$ cat src/ubc_pkg.sv
// package: register map, field positions and constants for the break control block
package ubc_pkg;
    localparam logic [3:0] UBC_OFS_CTRL = 4'h0;
    localparam logic [3:0] UBC_OFS_CNT_C = 4'h4;
    localparam logic [3:0] UBC_OFS_CNT_D = 4'h8;
    localparam logic [3:0] UBC_OFS_IRQ_STAT = 4'hC;
    localparam logic [3:0] UBC_OFS_IRQ_MASK = 4'hC;
    localparam logic [31:0] UBC_CTRL_RESET = 32'h00000000;
    localparam logic [31:0] UBC_CTRL_WMASK = 32'h0C1C2C2C;
    localparam logic [31:0] UBC_CTRL_FLAGS = 32'hC0C0C0C0;
    localparam int UBC_BIT_CPU_A = 31;
    localparam int UBC_BIT_DMA_A = 30;
    localparam int UBC_BIT_AFTER_A = 26;
    localparam int UBC_BIT_CPU_B = 23;
    localparam int UBC_BIT_DMA_B = 22;
    localparam int UBC_BIT_CHAIN_HI = 20;
    localparam int UBC_BIT_CHAIN_LO = 19;
    localparam int UBC_BIT_AFTER_B = 18;
    localparam int UBC_BIT_CPU_C = 15;
    localparam int UBC_BIT_DMA_C = 14;
    localparam int UBC_BIT_CNT_EN_C = 13;
    localparam int UBC_BIT_DATA_EN_C = 11;
    localparam int UBC_BIT_AFTER_C = 10;
    localparam int UBC_BIT_CPU_D = 7;
    localparam int UBC_BIT_DMA_D = 6;
    localparam int UBC_BIT_CNT_EN_D = 5;
    localparam int UBC_BIT_DATA_EN_D = 3;
    localparam int UBC_BIT_AFTER_D = 2;
    localparam int UBC_CNT_W = 12;
    localparam logic [11:0] UBC_CNT_RESET = 12'h000;
    localparam logic [11:0] UBC_CNT_ONE = 12'h001;
    typedef enum logic [1:0] {
        UBC_CHAIN_NONE,
        UBC_CHAIN_CD,
        UBC_CHAIN_BCD,
        UBC_CHAIN_ABCD
    } ubc_chain_t;
endpackage : ubc_pkg

$ cat src/ubc_exec_counter.sv
// execution-count down counter for one channel
`timescale 1ns/1ps
module ubc_exec_counter
    import ubc_pkg::*;
#(
    parameter int W = UBC_CNT_W
) (
    input wire logic i_clock,
    input wire logic i_rstn,
    input wire logic i_load,
    input wire logic [W-1:0] i_load_value,
    input wire logic i_enable,
    input wire logic i_hit,
    output logic [W-1:0] o_count,
    output logic o_fire
);
    // count of one means the next hit fires
    always_comb begin
        o_fire = i_hit && (!i_enable || (o_count <= W'(UBC_CNT_ONE)));
    end

    always_ff @(posedge i_clock or negedge i_rstn) begin
        if (!i_rstn) begin
            o_count <= W'(UBC_CNT_RESET);
        end else if (i_load) begin
            o_count <= i_load_value;
        end else if (i_enable && i_hit && o_count > W'(UBC_CNT_ONE)) begin
            o_count <= o_count - W'(UBC_CNT_ONE);
        end
    end
endmodule // ubc_exec_counter

$ cat src/ubc_break_ctrl.sv
// break channel control register, chaining, counters and interrupt
`timescale 1ns/1ps
// What this block does
// [RULE1] cpu-cycle match sets channel cpu flag
// [RULE2] dma-cycle match sets channel dma flag
// [RULE3] flags clear only by software write 0
// [RULE4] bits 20:19 select channel chaining mode
// [RULE5] bit 18 picks channel b fetch timing
// [RULE6] bit 10 picks channel c fetch timing
// [RULE7] bit 13 enables channel c count break
// [RULE8] bit 5 enables channel d count break
// [RULE9] bit 11 adds data compare to c
// [RULE10] reserved bits read zero, writes ignored
// [RULE11] chained break needs earlier channels first
// [RULE12] count decrements, fires after reaching one
// [RULE13] power-on reset clears whole control register
module ubc_break_ctrl
    import ubc_pkg::*;
(
    input wire logic i_clock,
    input wire logic i_rstn,
    input wire logic [3:0] i_addr,
    input wire logic [31:0] i_wdata,
    input wire logic i_write,
    input wire logic i_read,
    input wire logic [3:0] i_cpu_hit,
    input wire logic [3:0] i_dma_hit,
    input wire logic [3:0] i_fetch,
    input wire logic i_data_hit_c,
    input wire logic i_data_hit_d,
    input wire logic i_exec_done,
    output logic [31:0] o_rdata,
    output logic o_break,
    output logic o_irq,
    output logic o_after_b,
    output logic o_after_c,
    output logic o_data_en_c
);
    ////////////////////////////////////////////////////////////////////////////
    logic [31:0] ctrl_reg;
    logic [3:0] stat_reg;
    logic [3:0] mask_reg;
    logic [2:0] seq_reg;
    logic [3:0] pend_reg;
    logic [3:0] raw_hit;
    logic [3:0] qual_hit;
    logic [3:0] chan_fire;
    logic [3:0] brk_now;
    logic [3:0] brk_late;
    logic [3:0] after_bits;
    logic [11:0] cnt_c;
    logic [11:0] cnt_d;
    logic fire_c;
    logic fire_d;
    logic brk_any;
    ubc_chain_t chain;

    // mask is written at the status offset; a read there clears status
    logic wr_ctrl;
    logic wr_cnt_c;
    logic wr_cnt_d;
    logic wr_mask;
    logic rd_stat;
    assign wr_ctrl = i_write && i_addr == UBC_OFS_CTRL;
    assign wr_cnt_c = i_write && i_addr == UBC_OFS_CNT_C;
    assign wr_cnt_d = i_write && i_addr == UBC_OFS_CNT_D;
    assign wr_mask = i_write && i_addr == UBC_OFS_IRQ_MASK;
    assign rd_stat = i_read && i_addr == UBC_OFS_IRQ_STAT;

    ////////////////////////////////////////////////////////////////////////////
    // [RULE4] chain mode decode
    assign chain = ubc_chain_t'({ctrl_reg[UBC_BIT_CHAIN_HI], ctrl_reg[UBC_BIT_CHAIN_LO]});
    assign after_bits = {ctrl_reg[UBC_BIT_AFTER_A], ctrl_reg[UBC_BIT_AFTER_B],
                         ctrl_reg[UBC_BIT_AFTER_C], ctrl_reg[UBC_BIT_AFTER_D]};

    always_comb begin
        raw_hit = i_cpu_hit | i_dma_hit;
        // [RULE9] data compare qualifier
        if (ctrl_reg[UBC_BIT_DATA_EN_C]) begin
            raw_hit[1] = raw_hit[1] && i_data_hit_c;
        end
        if (ctrl_reg[UBC_BIT_DATA_EN_D]) begin
            raw_hit[0] = raw_hit[0] && i_data_hit_d;
        end
    end

    // bit 3 is channel a, bit 0 is channel d
    ////////////////////////////////////////////////////////////////////////////
    // [RULE11] chained channels need predecessors
    always_comb begin
        qual_hit = raw_hit;
        unique case (chain)
            UBC_CHAIN_NONE: begin
                qual_hit = raw_hit;
            end
            UBC_CHAIN_CD: begin
                qual_hit[0] = raw_hit[0] && seq_reg[0];
                qual_hit[1] = 1'b0;
            end
            UBC_CHAIN_BCD: begin
                qual_hit[0] = raw_hit[0] && seq_reg[0];
                qual_hit[1] = 1'b0;
                qual_hit[2] = 1'b0;
            end
            UBC_CHAIN_ABCD: begin
                qual_hit[0] = raw_hit[0] && seq_reg[0];
                qual_hit[1] = 1'b0;
                qual_hit[2] = 1'b0;
                qual_hit[3] = 1'b0;
            end
        endcase
    end

    // seq_reg[2]=a seen, [1]=b seen, [0]=c seen in chain order
    always_ff @(posedge i_clock or negedge i_rstn) begin
        if (!i_rstn) begin
            seq_reg <= 3'h0;
        end else if (wr_ctrl || chain == UBC_CHAIN_NONE) begin
            seq_reg <= 3'h0;
        end else begin
            if (chain == UBC_CHAIN_ABCD && raw_hit[3]) begin
                seq_reg[2] <= 1'b1;
            end
            if (raw_hit[2] && (chain == UBC_CHAIN_BCD || seq_reg[2])) begin
                seq_reg[1] <= 1'b1;
            end
            if (raw_hit[1] && (chain == UBC_CHAIN_CD || seq_reg[1])) begin
                seq_reg[0] <= 1'b1;
            end
            // chain restarts once the final channel breaks
            if (chan_fire[0]) begin
                seq_reg <= 3'h0;
            end
        end
    end

    ////////////////////////////////////////////////////////////////////////////
    // [RULE7] channel c count qualifier
    ubc_exec_counter #(.W(UBC_CNT_W)) u_cnt_c (
        .i_clock(i_clock),
        .i_rstn(i_rstn),
        .i_load(wr_cnt_c),
        .i_load_value(i_wdata[11:0]),
        .i_enable(ctrl_reg[UBC_BIT_CNT_EN_C]),
        .i_hit(qual_hit[1]),
        .o_count(cnt_c),
        .o_fire(fire_c)
    );

    // [RULE8] channel d count qualifier
    ubc_exec_counter #(.W(UBC_CNT_W)) u_cnt_d (
        .i_clock(i_clock),
        .i_rstn(i_rstn),
        .i_load(wr_cnt_d),
        .i_load_value(i_wdata[11:0]),
        .i_enable(ctrl_reg[UBC_BIT_CNT_EN_D]),
        .i_hit(qual_hit[0]),
        .o_count(cnt_d),
        .o_fire(fire_d)
    );

    assign chan_fire = {qual_hit[3], qual_hit[2], fire_c, fire_d};

    ////////////////////////////////////////////////////////////////////////////
    // [RULE5] [RULE6] fetch break before or after execution
    assign brk_now = chan_fire & ~(i_fetch & after_bits);
    assign brk_late = chan_fire & i_fetch & after_bits;
    assign brk_any = (|brk_now) || (|pend_reg && i_exec_done);

    always_ff @(posedge i_clock or negedge i_rstn) begin
        if (!i_rstn) begin
            pend_reg <= 4'h0;
        end else if (i_exec_done) begin
            pend_reg <= brk_late;
        end else begin
            pend_reg <= pend_reg | brk_late;
        end
    end

    always_ff @(posedge i_clock or negedge i_rstn) begin
        if (!i_rstn) begin
            o_break <= 1'b0;
        end else begin
            o_break <= brk_any;
        end
    end

    ////////////////////////////////////////////////////////////////////////////
    // [RULE13] power-on clear, [RULE10] reserved bits masked
    always_ff @(posedge i_clock or negedge i_rstn) begin
        if (!i_rstn) begin
            ctrl_reg <= UBC_CTRL_RESET;
        end else begin
            // [RULE3] written zero clears flag, one keeps it
            if (wr_ctrl) begin
                ctrl_reg <= (i_wdata & UBC_CTRL_WMASK)
                    | (ctrl_reg & i_wdata & UBC_CTRL_FLAGS);
            end
            for (int ch = 0; ch < 4; ch++) begin
                // [RULE1] cpu flag set wins over clear
                if (chan_fire[3 - ch] && i_cpu_hit[3 - ch]) begin
                    ctrl_reg[31 - 8 * ch] <= 1'b1;
                end
                // [RULE2] dma flag set wins over clear
                if (chan_fire[3 - ch] && i_dma_hit[3 - ch]) begin
                    ctrl_reg[30 - 8 * ch] <= 1'b1;
                end
            end
        end
    end

    ////////////////////////////////////////////////////////////////////////////
    // interrupt status: set wins over read clear
    always_ff @(posedge i_clock or negedge i_rstn) begin
        if (!i_rstn) begin
            stat_reg <= 4'h0;
        end else if (rd_stat) begin
            stat_reg <= chan_fire;
        end else begin
            stat_reg <= stat_reg | chan_fire;
        end
    end

    always_ff @(posedge i_clock or negedge i_rstn) begin
        if (!i_rstn) begin
            mask_reg <= 4'h0;
        end else if (wr_mask) begin
            mask_reg <= i_wdata[7:4];
        end
    end

    always_ff @(posedge i_clock or negedge i_rstn) begin
        if (!i_rstn) begin
            o_irq <= 1'b0;
        end else begin
            o_irq <= |((stat_reg | chan_fire) & mask_reg & ~({4{rd_stat}} & ~chan_fire));
        end
    end

    ////////////////////////////////////////////////////////////////////////////
    always_ff @(posedge i_clock or negedge i_rstn) begin
        if (!i_rstn) begin
            o_rdata <= 32'h00000000;
        end else if (i_read) begin
            unique case (i_addr)
                UBC_OFS_CTRL: o_rdata <= ctrl_reg;
                UBC_OFS_CNT_C: o_rdata <= {20'h00000, cnt_c};
                UBC_OFS_CNT_D: o_rdata <= {20'h00000, cnt_d};
                UBC_OFS_IRQ_STAT: o_rdata <= {24'h000000, mask_reg, stat_reg};
                default: o_rdata <= 32'h00000000;
            endcase
        end else begin
            o_rdata <= 32'h00000000;
        end
    end

    always_ff @(posedge i_clock or negedge i_rstn) begin
        if (!i_rstn) begin
            o_after_b <= 1'b0;
            o_after_c <= 1'b0;
            o_data_en_c <= 1'b0;
        end else begin
            o_after_b <= ctrl_reg[UBC_BIT_AFTER_B];
            o_after_c <= ctrl_reg[UBC_BIT_AFTER_C];
            o_data_en_c <= ctrl_reg[UBC_BIT_DATA_EN_C];
        end
    end

    ////////////////////////////////////////////////////////////////////////////
    // [RULE3] cpu flag c holds without a write
    flag_hold_a: assert property (@(posedge i_clock) disable iff (!i_rstn) // [RULE3]
        (!wr_ctrl && ctrl_reg[UBC_BIT_CPU_C]) |=> ctrl_reg[UBC_BIT_CPU_C])
        else $error("cpu flag c dropped without a write");
    // [RULE10] reserved bits stay zero
    reserved_zero_a: assert property (@(posedge i_clock) disable iff (!i_rstn) // [RULE10]
        (ctrl_reg & 32'h33231313) == 32'h00000000)
        else $error("reserved control bit set");
    // [RULE1] cpu hit on d sets flag
    cpu_flag_a: assert property (@(posedge i_clock) disable iff (!i_rstn) // [RULE1]
        (chan_fire[0] && i_cpu_hit[0]) |=> ctrl_reg[UBC_BIT_CPU_D])
        else $error("cpu flag d not set");
    // [RULE2] dma hit on b sets flag
    dma_flag_a: assert property (@(posedge i_clock) disable iff (!i_rstn) // [RULE2]
        (chan_fire[2] && i_dma_hit[2]) |=> ctrl_reg[UBC_BIT_DMA_B])
        else $error("dma flag b not set");
    // [RULE2] dma hit on c sets flag
    dma_flag_c_a: assert property (@(posedge i_clock) disable iff (!i_rstn) // [RULE2]
        (chan_fire[1] && i_dma_hit[1]) |=> ctrl_reg[UBC_BIT_DMA_C])
        else $error("dma flag c not set");
    // [RULE11] c never fires in any chaining mode
    chain_c_a: assert property (@(posedge i_clock) disable iff (!i_rstn) // [RULE11]
        (chain != UBC_CHAIN_NONE) |-> !chan_fire[1])
        else $error("chained channel c fired");
    // [RULE11] d waits for chain progress
    chain_d_a: assert property (@(posedge i_clock) disable iff (!i_rstn) // [RULE11]
        (chain != UBC_CHAIN_NONE && !seq_reg[0]) |-> !chan_fire[0])
        else $error("chained channel d fired early");
    // [RULE4] independent mode passes hits
    chain_free_a: assert property (@(posedge i_clock) disable iff (!i_rstn) // [RULE4]
        (chain == UBC_CHAIN_NONE) |-> (qual_hit == raw_hit))
        else $error("independent channel hit blocked");
    // [RULE4] a and b free in cd
    chain_cd_a: assert property (@(posedge i_clock) disable iff (!i_rstn) // [RULE4]
        (chain == UBC_CHAIN_CD) |-> (chan_fire[3:2] == raw_hit[3:2]))
        else $error("channel a or b blocked in cd chain");
    // [RULE12] count above one blocks fire
    count_hold_a: assert property (@(posedge i_clock) disable iff (!i_rstn) // [RULE12]
        (ctrl_reg[UBC_BIT_CNT_EN_D] && cnt_d > 12'h001) |-> !fire_d)
        else $error("channel d fired early");
    // [RULE12] count of one fires
    count_fire_a: assert property (@(posedge i_clock) disable iff (!i_rstn) // [RULE12]
        (ctrl_reg[UBC_BIT_CNT_EN_D] && qual_hit[0] && cnt_d == 12'h001) |-> fire_d)
        else $error("channel d did not fire at count one");
    // [RULE8] count off fires directly
    count_off_a: assert property (@(posedge i_clock) disable iff (!i_rstn) // [RULE8]
        (!ctrl_reg[UBC_BIT_CNT_EN_D] && qual_hit[0]) |-> fire_d)
        else $error("channel d held without count enable");
    // [RULE7] count decrements on hit
    count_dec_a: assert property (@(posedge i_clock) disable iff (!i_rstn) // [RULE7]
        (ctrl_reg[UBC_BIT_CNT_EN_C] && qual_hit[1] && cnt_c > 12'h001 && !wr_cnt_c)
        |=> cnt_c == $past(cnt_c) - 12'h001)
        else $error("channel c count not decremented");
    // [RULE9] data miss blocks c
    data_gate_a: assert property (@(posedge i_clock) disable iff (!i_rstn) // [RULE9]
        (ctrl_reg[UBC_BIT_DATA_EN_C] && !i_data_hit_c) |-> !chan_fire[1])
        else $error("channel c fired without data match");
    // [RULE9] data ignored when off
    data_free_a: assert property (@(posedge i_clock) disable iff (!i_rstn) // [RULE9]
        (!ctrl_reg[UBC_BIT_DATA_EN_C] && chain == UBC_CHAIN_NONE
        && (i_cpu_hit[1] || i_dma_hit[1])) |-> qual_hit[1])
        else $error("channel c blocked by data bus");
    // [RULE5] after-execution fetch break waits
    fetch_after_a: assert property (@(posedge i_clock) disable iff (!i_rstn) // [RULE5]
        (brk_late[2] && !(|brk_now) && !i_exec_done) |=> pend_reg[2])
        else $error("post-execution break lost");
    // [RULE5] retire releases break
    fetch_retire_a: assert property (@(posedge i_clock) disable iff (!i_rstn) // [RULE5]
        ((|pend_reg) && i_exec_done) |=> o_break)
        else $error("pending break not raised at retire");
    // [RULE6] before-execution break immediate
    fetch_c_now_a: assert property (@(posedge i_clock) disable iff (!i_rstn) // [RULE6]
        (chan_fire[1] && !ctrl_reg[UBC_BIT_AFTER_C]) |=> o_break)
        else $error("channel c break delayed");
    // read data idles at zero
    rdata_idle_a: assert property (@(posedge i_clock) disable iff (!i_rstn)
        !i_read |=> (o_rdata == 32'h00000000))
        else $error("read data outside read cycle");
endmodule // ubc_break_ctrl

$ cat config.mk
export PLATFORM = sky130hd
export DESIGN_NAME = ubc_break_ctrl
export DESIGN_NICKNAME = d
export VERILOG_FILES = /design/src/ubc_pkg.sv /design/src/ubc_exec_counter.sv /design/src/ubc_break_ctrl.sv
export SDC_FILE = /design/constraint.sdc
export NUM_CORES = 1
export LEC_CHECK = 0
export BUFFER_PORTS_ARGS = -buffer_cell sky130_fd_sc_hd__buf_2
export CAP_MARGIN = 5
export CORE_MARGIN = 3
export CORE_UTILIZATION = 44
export CTS_CLUSTER_SIZE = 16
export DETAILED_ROUTE_END_ITERATION = 16
export PLACE_DENSITY_LB_ADDON = 0.12
export SLEW_MARGIN = 5
export SYNTH_ARGS = -nofsm -noshare
export SYNTH_HDL_FRONTEND = slang
export SYNTH_HIERARCHICAL = 1
export SYNTH_SLANG_ARGS = --single-unit
export TNS_END_PERCENT = 20
$ cat constraint.sdc
create_clock -name i_clock -period 4.2 [get_ports i_clock]
set_input_delay 0.84 -clock i_clock [delete_from_list [all_inputs] [get_ports i_clock]]
set_output_delay 0.84 -clock i_clock [all_outputs]
set_load 0.01 [all_outputs]
* Word level (Yosys, flattened, before mapping)
Index checks and enable logic that the tools add are counted.
** Word-level totals
- Register bits after elaboration :: 108
- Word-level logic and storage cells :: 131
- Output and inout bits :: 37
** Cells by class
- Equal/unequal tests :: 6
- Muxes and demuxes :: 27
- Magnitude comparators :: 4
- Reduce and logical (&&, ||, !) cells :: 54
- Add/sub/neg operators :: 2
- Bitwise operators :: 15
** Operators with widths (count)
- 32-bit case mux with 4 select lines :: 1
- 32-bit 2-to-1 mux :: 2
- 12-bit 2-to-1 mux :: 4
- 32-bit AND :: 1
- 28-bit by 32-bit OR with 32-bit output :: 1
- 4-bit AND :: 7
- 1-bit logical AND :: 26
- 12-bit by 1-bit greater-than comparator with 1-bit output (second input constant) :: 2
- 12-bit by 1-bit less-or-equal comparator with 1-bit output (second input constant) :: 2
- 12-bit by 1-bit subtractor with 12-bit output (second input constant) :: 2
- 2-bit nonzero test :: 10
- 1-bit 2-to-1 mux :: 15
- 4-bit NOT :: 3
- 4-bit OR :: 3
- 4-bit OR reduction :: 3
- 3-bit nonzero test :: 3
- 4-bit == test (second input constant) :: 2
- 4-bit 2-to-1 mux :: 2
- 1-bit logical OR :: 6
- 3-bit 2-to-1 mux :: 2
- 2-bit == test (second input constant) :: 2
- 4-bit by 3-bit == test with 1-bit output (second input constant) :: 1
- 4-bit zero test :: 1
- 2-bit case mux with 2 select lines :: 1
- other kinds (5) :: 6

* Longest topological paths before layout
- Depth in word-level cells :: 11
- Gate-level depth with buffers :: 9
- Mapped depth without buffers :: 7

* Cells and area by module
The synthesis kept the hierarchy.
** Modules (own cells, without submodules)
- ubc_break_ctrl :: times used 1, area an instance 2681.3 µm², cells an instance 232
- ubc_exec_counter :: times used 2, area an instance 793.3 µm², cells an instance 94

* Worst setup path before layout
No wires, ideal clock.
- Path type :: input to register
- Start point :: input i_addr[2]
- End point :: register u_cnt_c.o_count[9]
- Stages :: 9
- Arrival time :: 2.749 ns
- Buffers on the path :: 4
- Slack :: 1.314 ns
- Path through :: buf_2 buf_1 nor2b_1 and3_1 clkbuf_1 clkinv_1 clkbuf_1 nor2_1 a21oi_1
** Between the ends
- Word-level cells in the longest chain between the ends :: 3
- Elaborated cells between the ends (all ways) :: 4
- Classes of those cells :: 1 x eq/ne; 1 x mux; 2 x reduce/logical
** RTL lines
- start, declared :: line ubc_break_ctrl.sv:22 : input wire logic [3:0] i_addr,
- 4-bit by 3-bit == test with 1-bit output (*) :: line ubc_break_ctrl.sv:65 : assign wr_cnt_c = i_write && i_addr == UBC_OFS_CNT_C;
- 1-bit logical AND (*) :: line ubc_break_ctrl.sv:65
- net wr_cnt_c :: line ubc_break_ctrl.sv:60 : logic wr_cnt_c;
- 12-bit 2-to-1 mux / 2-bit nonzero test (equally long branches)
- end signal, assigned :: line ubc_exec_counter.sv:24 : o_count <= W'(UBC_CNT_RESET);
- end signal, assigned :: line ubc_exec_counter.sv:26 : o_count <= i_load_value;
- end signal, assigned :: line ubc_exec_counter.sv:28 : o_count <= o_count - W'(UBC_CNT_ONE);
- end, declared :: line ubc_exec_counter.sv:14 : output logic [W-1:0] o_count,
The timed path passes the listed nets; every way through them passes the cells marked *.
A chain may end at the register's enable or synchronous reset.

* Final worst setup path
- Start point :: register u_cnt_d.o_count[4]
- End point :: register seq_reg[0]
** Between the ends
- Word-level cells in the longest chain between the ends :: 5
- Elaborated cells between the ends (all ways) :: 6
- Classes of those cells :: 1 x order compare; 2 x mux; 3 x reduce/logical
** RTL lines
- start, declared :: line ubc_exec_counter.sv:14
- start signal, assigned :: line ubc_exec_counter.sv:24
- start signal, assigned :: line ubc_exec_counter.sv:26
- start signal, assigned :: line ubc_exec_counter.sv:28
- 12-bit by 1-bit less-or-equal comparator with 1-bit output (*) :: line ubc_exec_counter.sv:19 : o_fire = i_hit && (!i_enable || (o_count <= W'(UBC_CNT_ONE)));
- 1-bit logical OR (*) :: line ubc_exec_counter.sv:19
- 1-bit logical AND (*) :: line ubc_exec_counter.sv:19
- net fire_d :: line ubc_break_ctrl.sv:54 : logic fire_d;
- 3-bit 2-to-1 mux :: line ubc_break_ctrl.sv:131 : if (chan_fire[0]) begin
- 3-bit 2-to-1 mux :: line ubc_break_ctrl.sv:118 : end else if (wr_ctrl || chain == UBC_CHAIN_NONE) begin
- end signal, assigned :: line ubc_break_ctrl.sv:117 : seq_reg <= 3'h0;
- end signal, assigned :: line ubc_break_ctrl.sv:119 : seq_reg <= 3'h0;
- end signal, assigned :: line ubc_break_ctrl.sv:132 : seq_reg <= 3'h0;
- end, declared :: line ubc_break_ctrl.sv:43 : logic [2:0] seq_reg;
Marks and branches as above.

==> results.txt <==
share of layout cells above drive strength 1 -> 25.3%
Max Cap Violations -> 0
clock buffer depth -> 2
ys async rst share -> 100%
top cells by count, synth -> 87 x dfrtp_1, 38 x nor2_1, 33 x nand2_1, 28 x o21ai_0, 22 x inv_1
Worst setup EP type -> flop
area leader, netlist -> dfrtp_1
period utilization -> 67.0%
clock slew at reported path FFs -> 0.10 ns
Core ar. -> 9330 um2
Layout area overhead -> 14.4%
RR Endpoint -> seq_reg[0]$_DFFE_PN0P_
HP Class -> reg -> reg
count leader, synth -> dfrtp_1
Die Y -> 104 um
Post-Route Setup TNS -> 0 ns
post-layout util -> 52.4%
Yosys top cell area share -> 51.0%
Critical Path Fanout Max -> 9
detailed-route wire length per cell -> 16.9 um
hold slack -> 0.443 ns
mean post-synth cell area -> 10.2 um2
Max Fclk -> 356 MHz
# resized after CTS -> 0
initial core utilization -> 45.8%
vias per cell -> 5.53
R2R Setup Slk -> 1.39 ns
hold_buf cts -> 0
status -> complete, no violations
register bit total from synthesis -> 87
TritonRoute pass-1 iters -> 6
FF+latch area -> 2180 um2
diode count -> 0
initial antenna violation count -> 0
row cnt -> 35
required time of the critical path -> 4.44 ns
Clock Sinks -> 87
remaining global-route overflow -> 0
WP data arrival -> 3.05 ns
startpoint types -> flop
CTS Root Cell -> clkbuf_8
area of the multi-input gates -> 1890 um2
Detailed Route Iter0 Violations -> 282
largest net degree at the start of global routing -> 88
DRC Markers -> 0
Worst Reg2Reg Path Length in Cells -> 5
Worst-Skew Late Latency -> 0.35 ns
final WL -> 10500 um
crit path capture -> seq_reg[0]$_DFFE_PN0P_
routability cong. -> 0.853
RSZ-0062 raised after global routing -> no
Fin. Hold Viols -> 0
main flop type after synthesis -> dfrtp_1
Crit. Startpoint -> u_cnt_d/o_count[4]$_DFFE_PN0P_
max-slew violations -> 0
skew final -> 0.0135 ns
number of fill cells in the layout -> 902
vias in the first global route -> 3347
IO Pins -> 92
min cycle time layout -> 2.81 ns
kind of critical path -> reg -> reg
port bufs -> 75
Setup violations, final -> 0
die area -> 10900 um2
Critical R2R Launch -> u_cnt_d/o_count[4]$_DFFE_PN0P_
Synth area leaders -> dfrtp_1 51%, mux2_2 4.2%, nor2_1 3.3%
number of library cell types mapped by synthesis -> 56
Leak -> 2.19 nW
PD cells -> 482 nW/um2
synthesized cell area -> 4270 um2
H-tree levels -> 3
total global-route track usage -> 19.6%
Vias -> 3447
Worst slew margin -> 26.0%
first-pass GRT wire length -> 17100 um
nets -> 548
DP HPWL -> 7580 um
worst IR drop on VDD -> 0.000289 V
number of flops mapped to enable cells by yosys -> 0
Die X -> 104 um
max reg flops -> 24
CTS tree -> built
Post-Syn Instances -> 420
sequential area share after synthesis -> 51.0%
CTS Buf Count -> 9
post-CTS setup buffer count -> 0
worst-margin pin slew -> 1.11 ns
ANT nets after route -> 0
YS warnings -> 6
-- layout make-up --
class	instances	share of cell area, %
Clock inverter	6	1.05
Timing Repair Buffer	76	7.89
Clock buffer	10	2.61
Multi-Input combinational cell	291	38.7
Inverter	24	1.84
Sequential cell	87	44.6
Tap cell	129	3.31
-- cells by family after synthesis --
logic type      after synthesis  share of synthesized area (%)
fa+ha+maj                     4                           1.17
compound gates               92                           14.0
other cells                   1                         0.0879
flops                        87                           51.0
simple gates                162                           20.7
mux                          25                           7.80
buf+inv                      49                           5.31
-- metal layers --
layer  share of wire [%]  up-vias  track usage, %
met2                  46      126            30.8
met5                   0        -               0
met4                 2.3        0            7.31
met3                 6.0       22            3.54
li1                    -     1642               -
met1                  46     1657            27.1
-- metrics by stage --
step           worst slack [ns]  instance area, um2  std cells  power, mW
2_1_floorplan              1.31                4290        427       1.60
3_3_place_gp               1.11                4700        607       1.81
3_5_place_dp               1.16                4700        607       1.83
4_1_cts                    1.43                4880        623       2.37
5_1_grt                    1.17                4880        623       2.52
6_report                   1.39                4880        623       2.36
-- cells in the final DEF, fill, tap and decap left out, drive strengths merged, types with 5 or more instances in the layout --
cell type / synthesis / final
a21boi: 6 / 6
nor4: 12 / 12
buf: 17 / 76
and2: 12 / 12
nor3: 10 / 10
nor2: 38 / 38
mux4: 5 / 5
clkbuf: 8 / 10
mux2: 16 / 16
inv: 22 / 25
or3: 7 / 7
conb: 1 / 8
a21oi: 11 / 11
nand4: 8 / 8
nand3: 8 / 8
nand2: 33 / 33
a22oi: 5 / 5
a31oi: 16 / 16
o21ai: 28 / 28
or4: 6 / 6
dfrtp: 87 / 87
or2: 5 / 5
-- worst min-delay path by stage --
stage,cells after the start,startpoint,endpoint
after global placement,0,ctrl_reg[11]$_DFFE_PN0P_,o_data_en_c$_DFF_PN0_
after detailed placement,0,ctrl_reg[11]$_DFFE_PN0P_,o_data_en_c$_DFF_PN0_
after CTS,0,ctrl_reg[11]$_DFFE_PN0P_,o_data_en_c$_DFF_PN0_
final,0,ctrl_reg[11]$_DFFE_PN0P_,o_data_en_c$_DFF_PN0_
after global routing,0,ctrl_reg[11]$_DFFE_PN0P_,o_data_en_c$_DFF_PN0_
after floorplan,0,ctrl_reg[11]$_DFFE_PN0P_,o_data_en_c$_DFF_PN0_
-- worst max-delay path, cell delays in order (launching register included) --
cell,delay [ns]
dfrtp_1,0.47
nor4_1,0.50
nand4_1,0.44
a21boi_0,0.90
nor2_1,0.20
o211a_1,0.19
-- power by group --
part / switching, mW / internal (mW) / total [mW]
clock network: 0.317 / 0.224 / 0.540
logic: 0.304 / 0.284 / 0.589
registers: 0.218 / 1.01 / 1.23
Power figures use the tool's default switching activity.
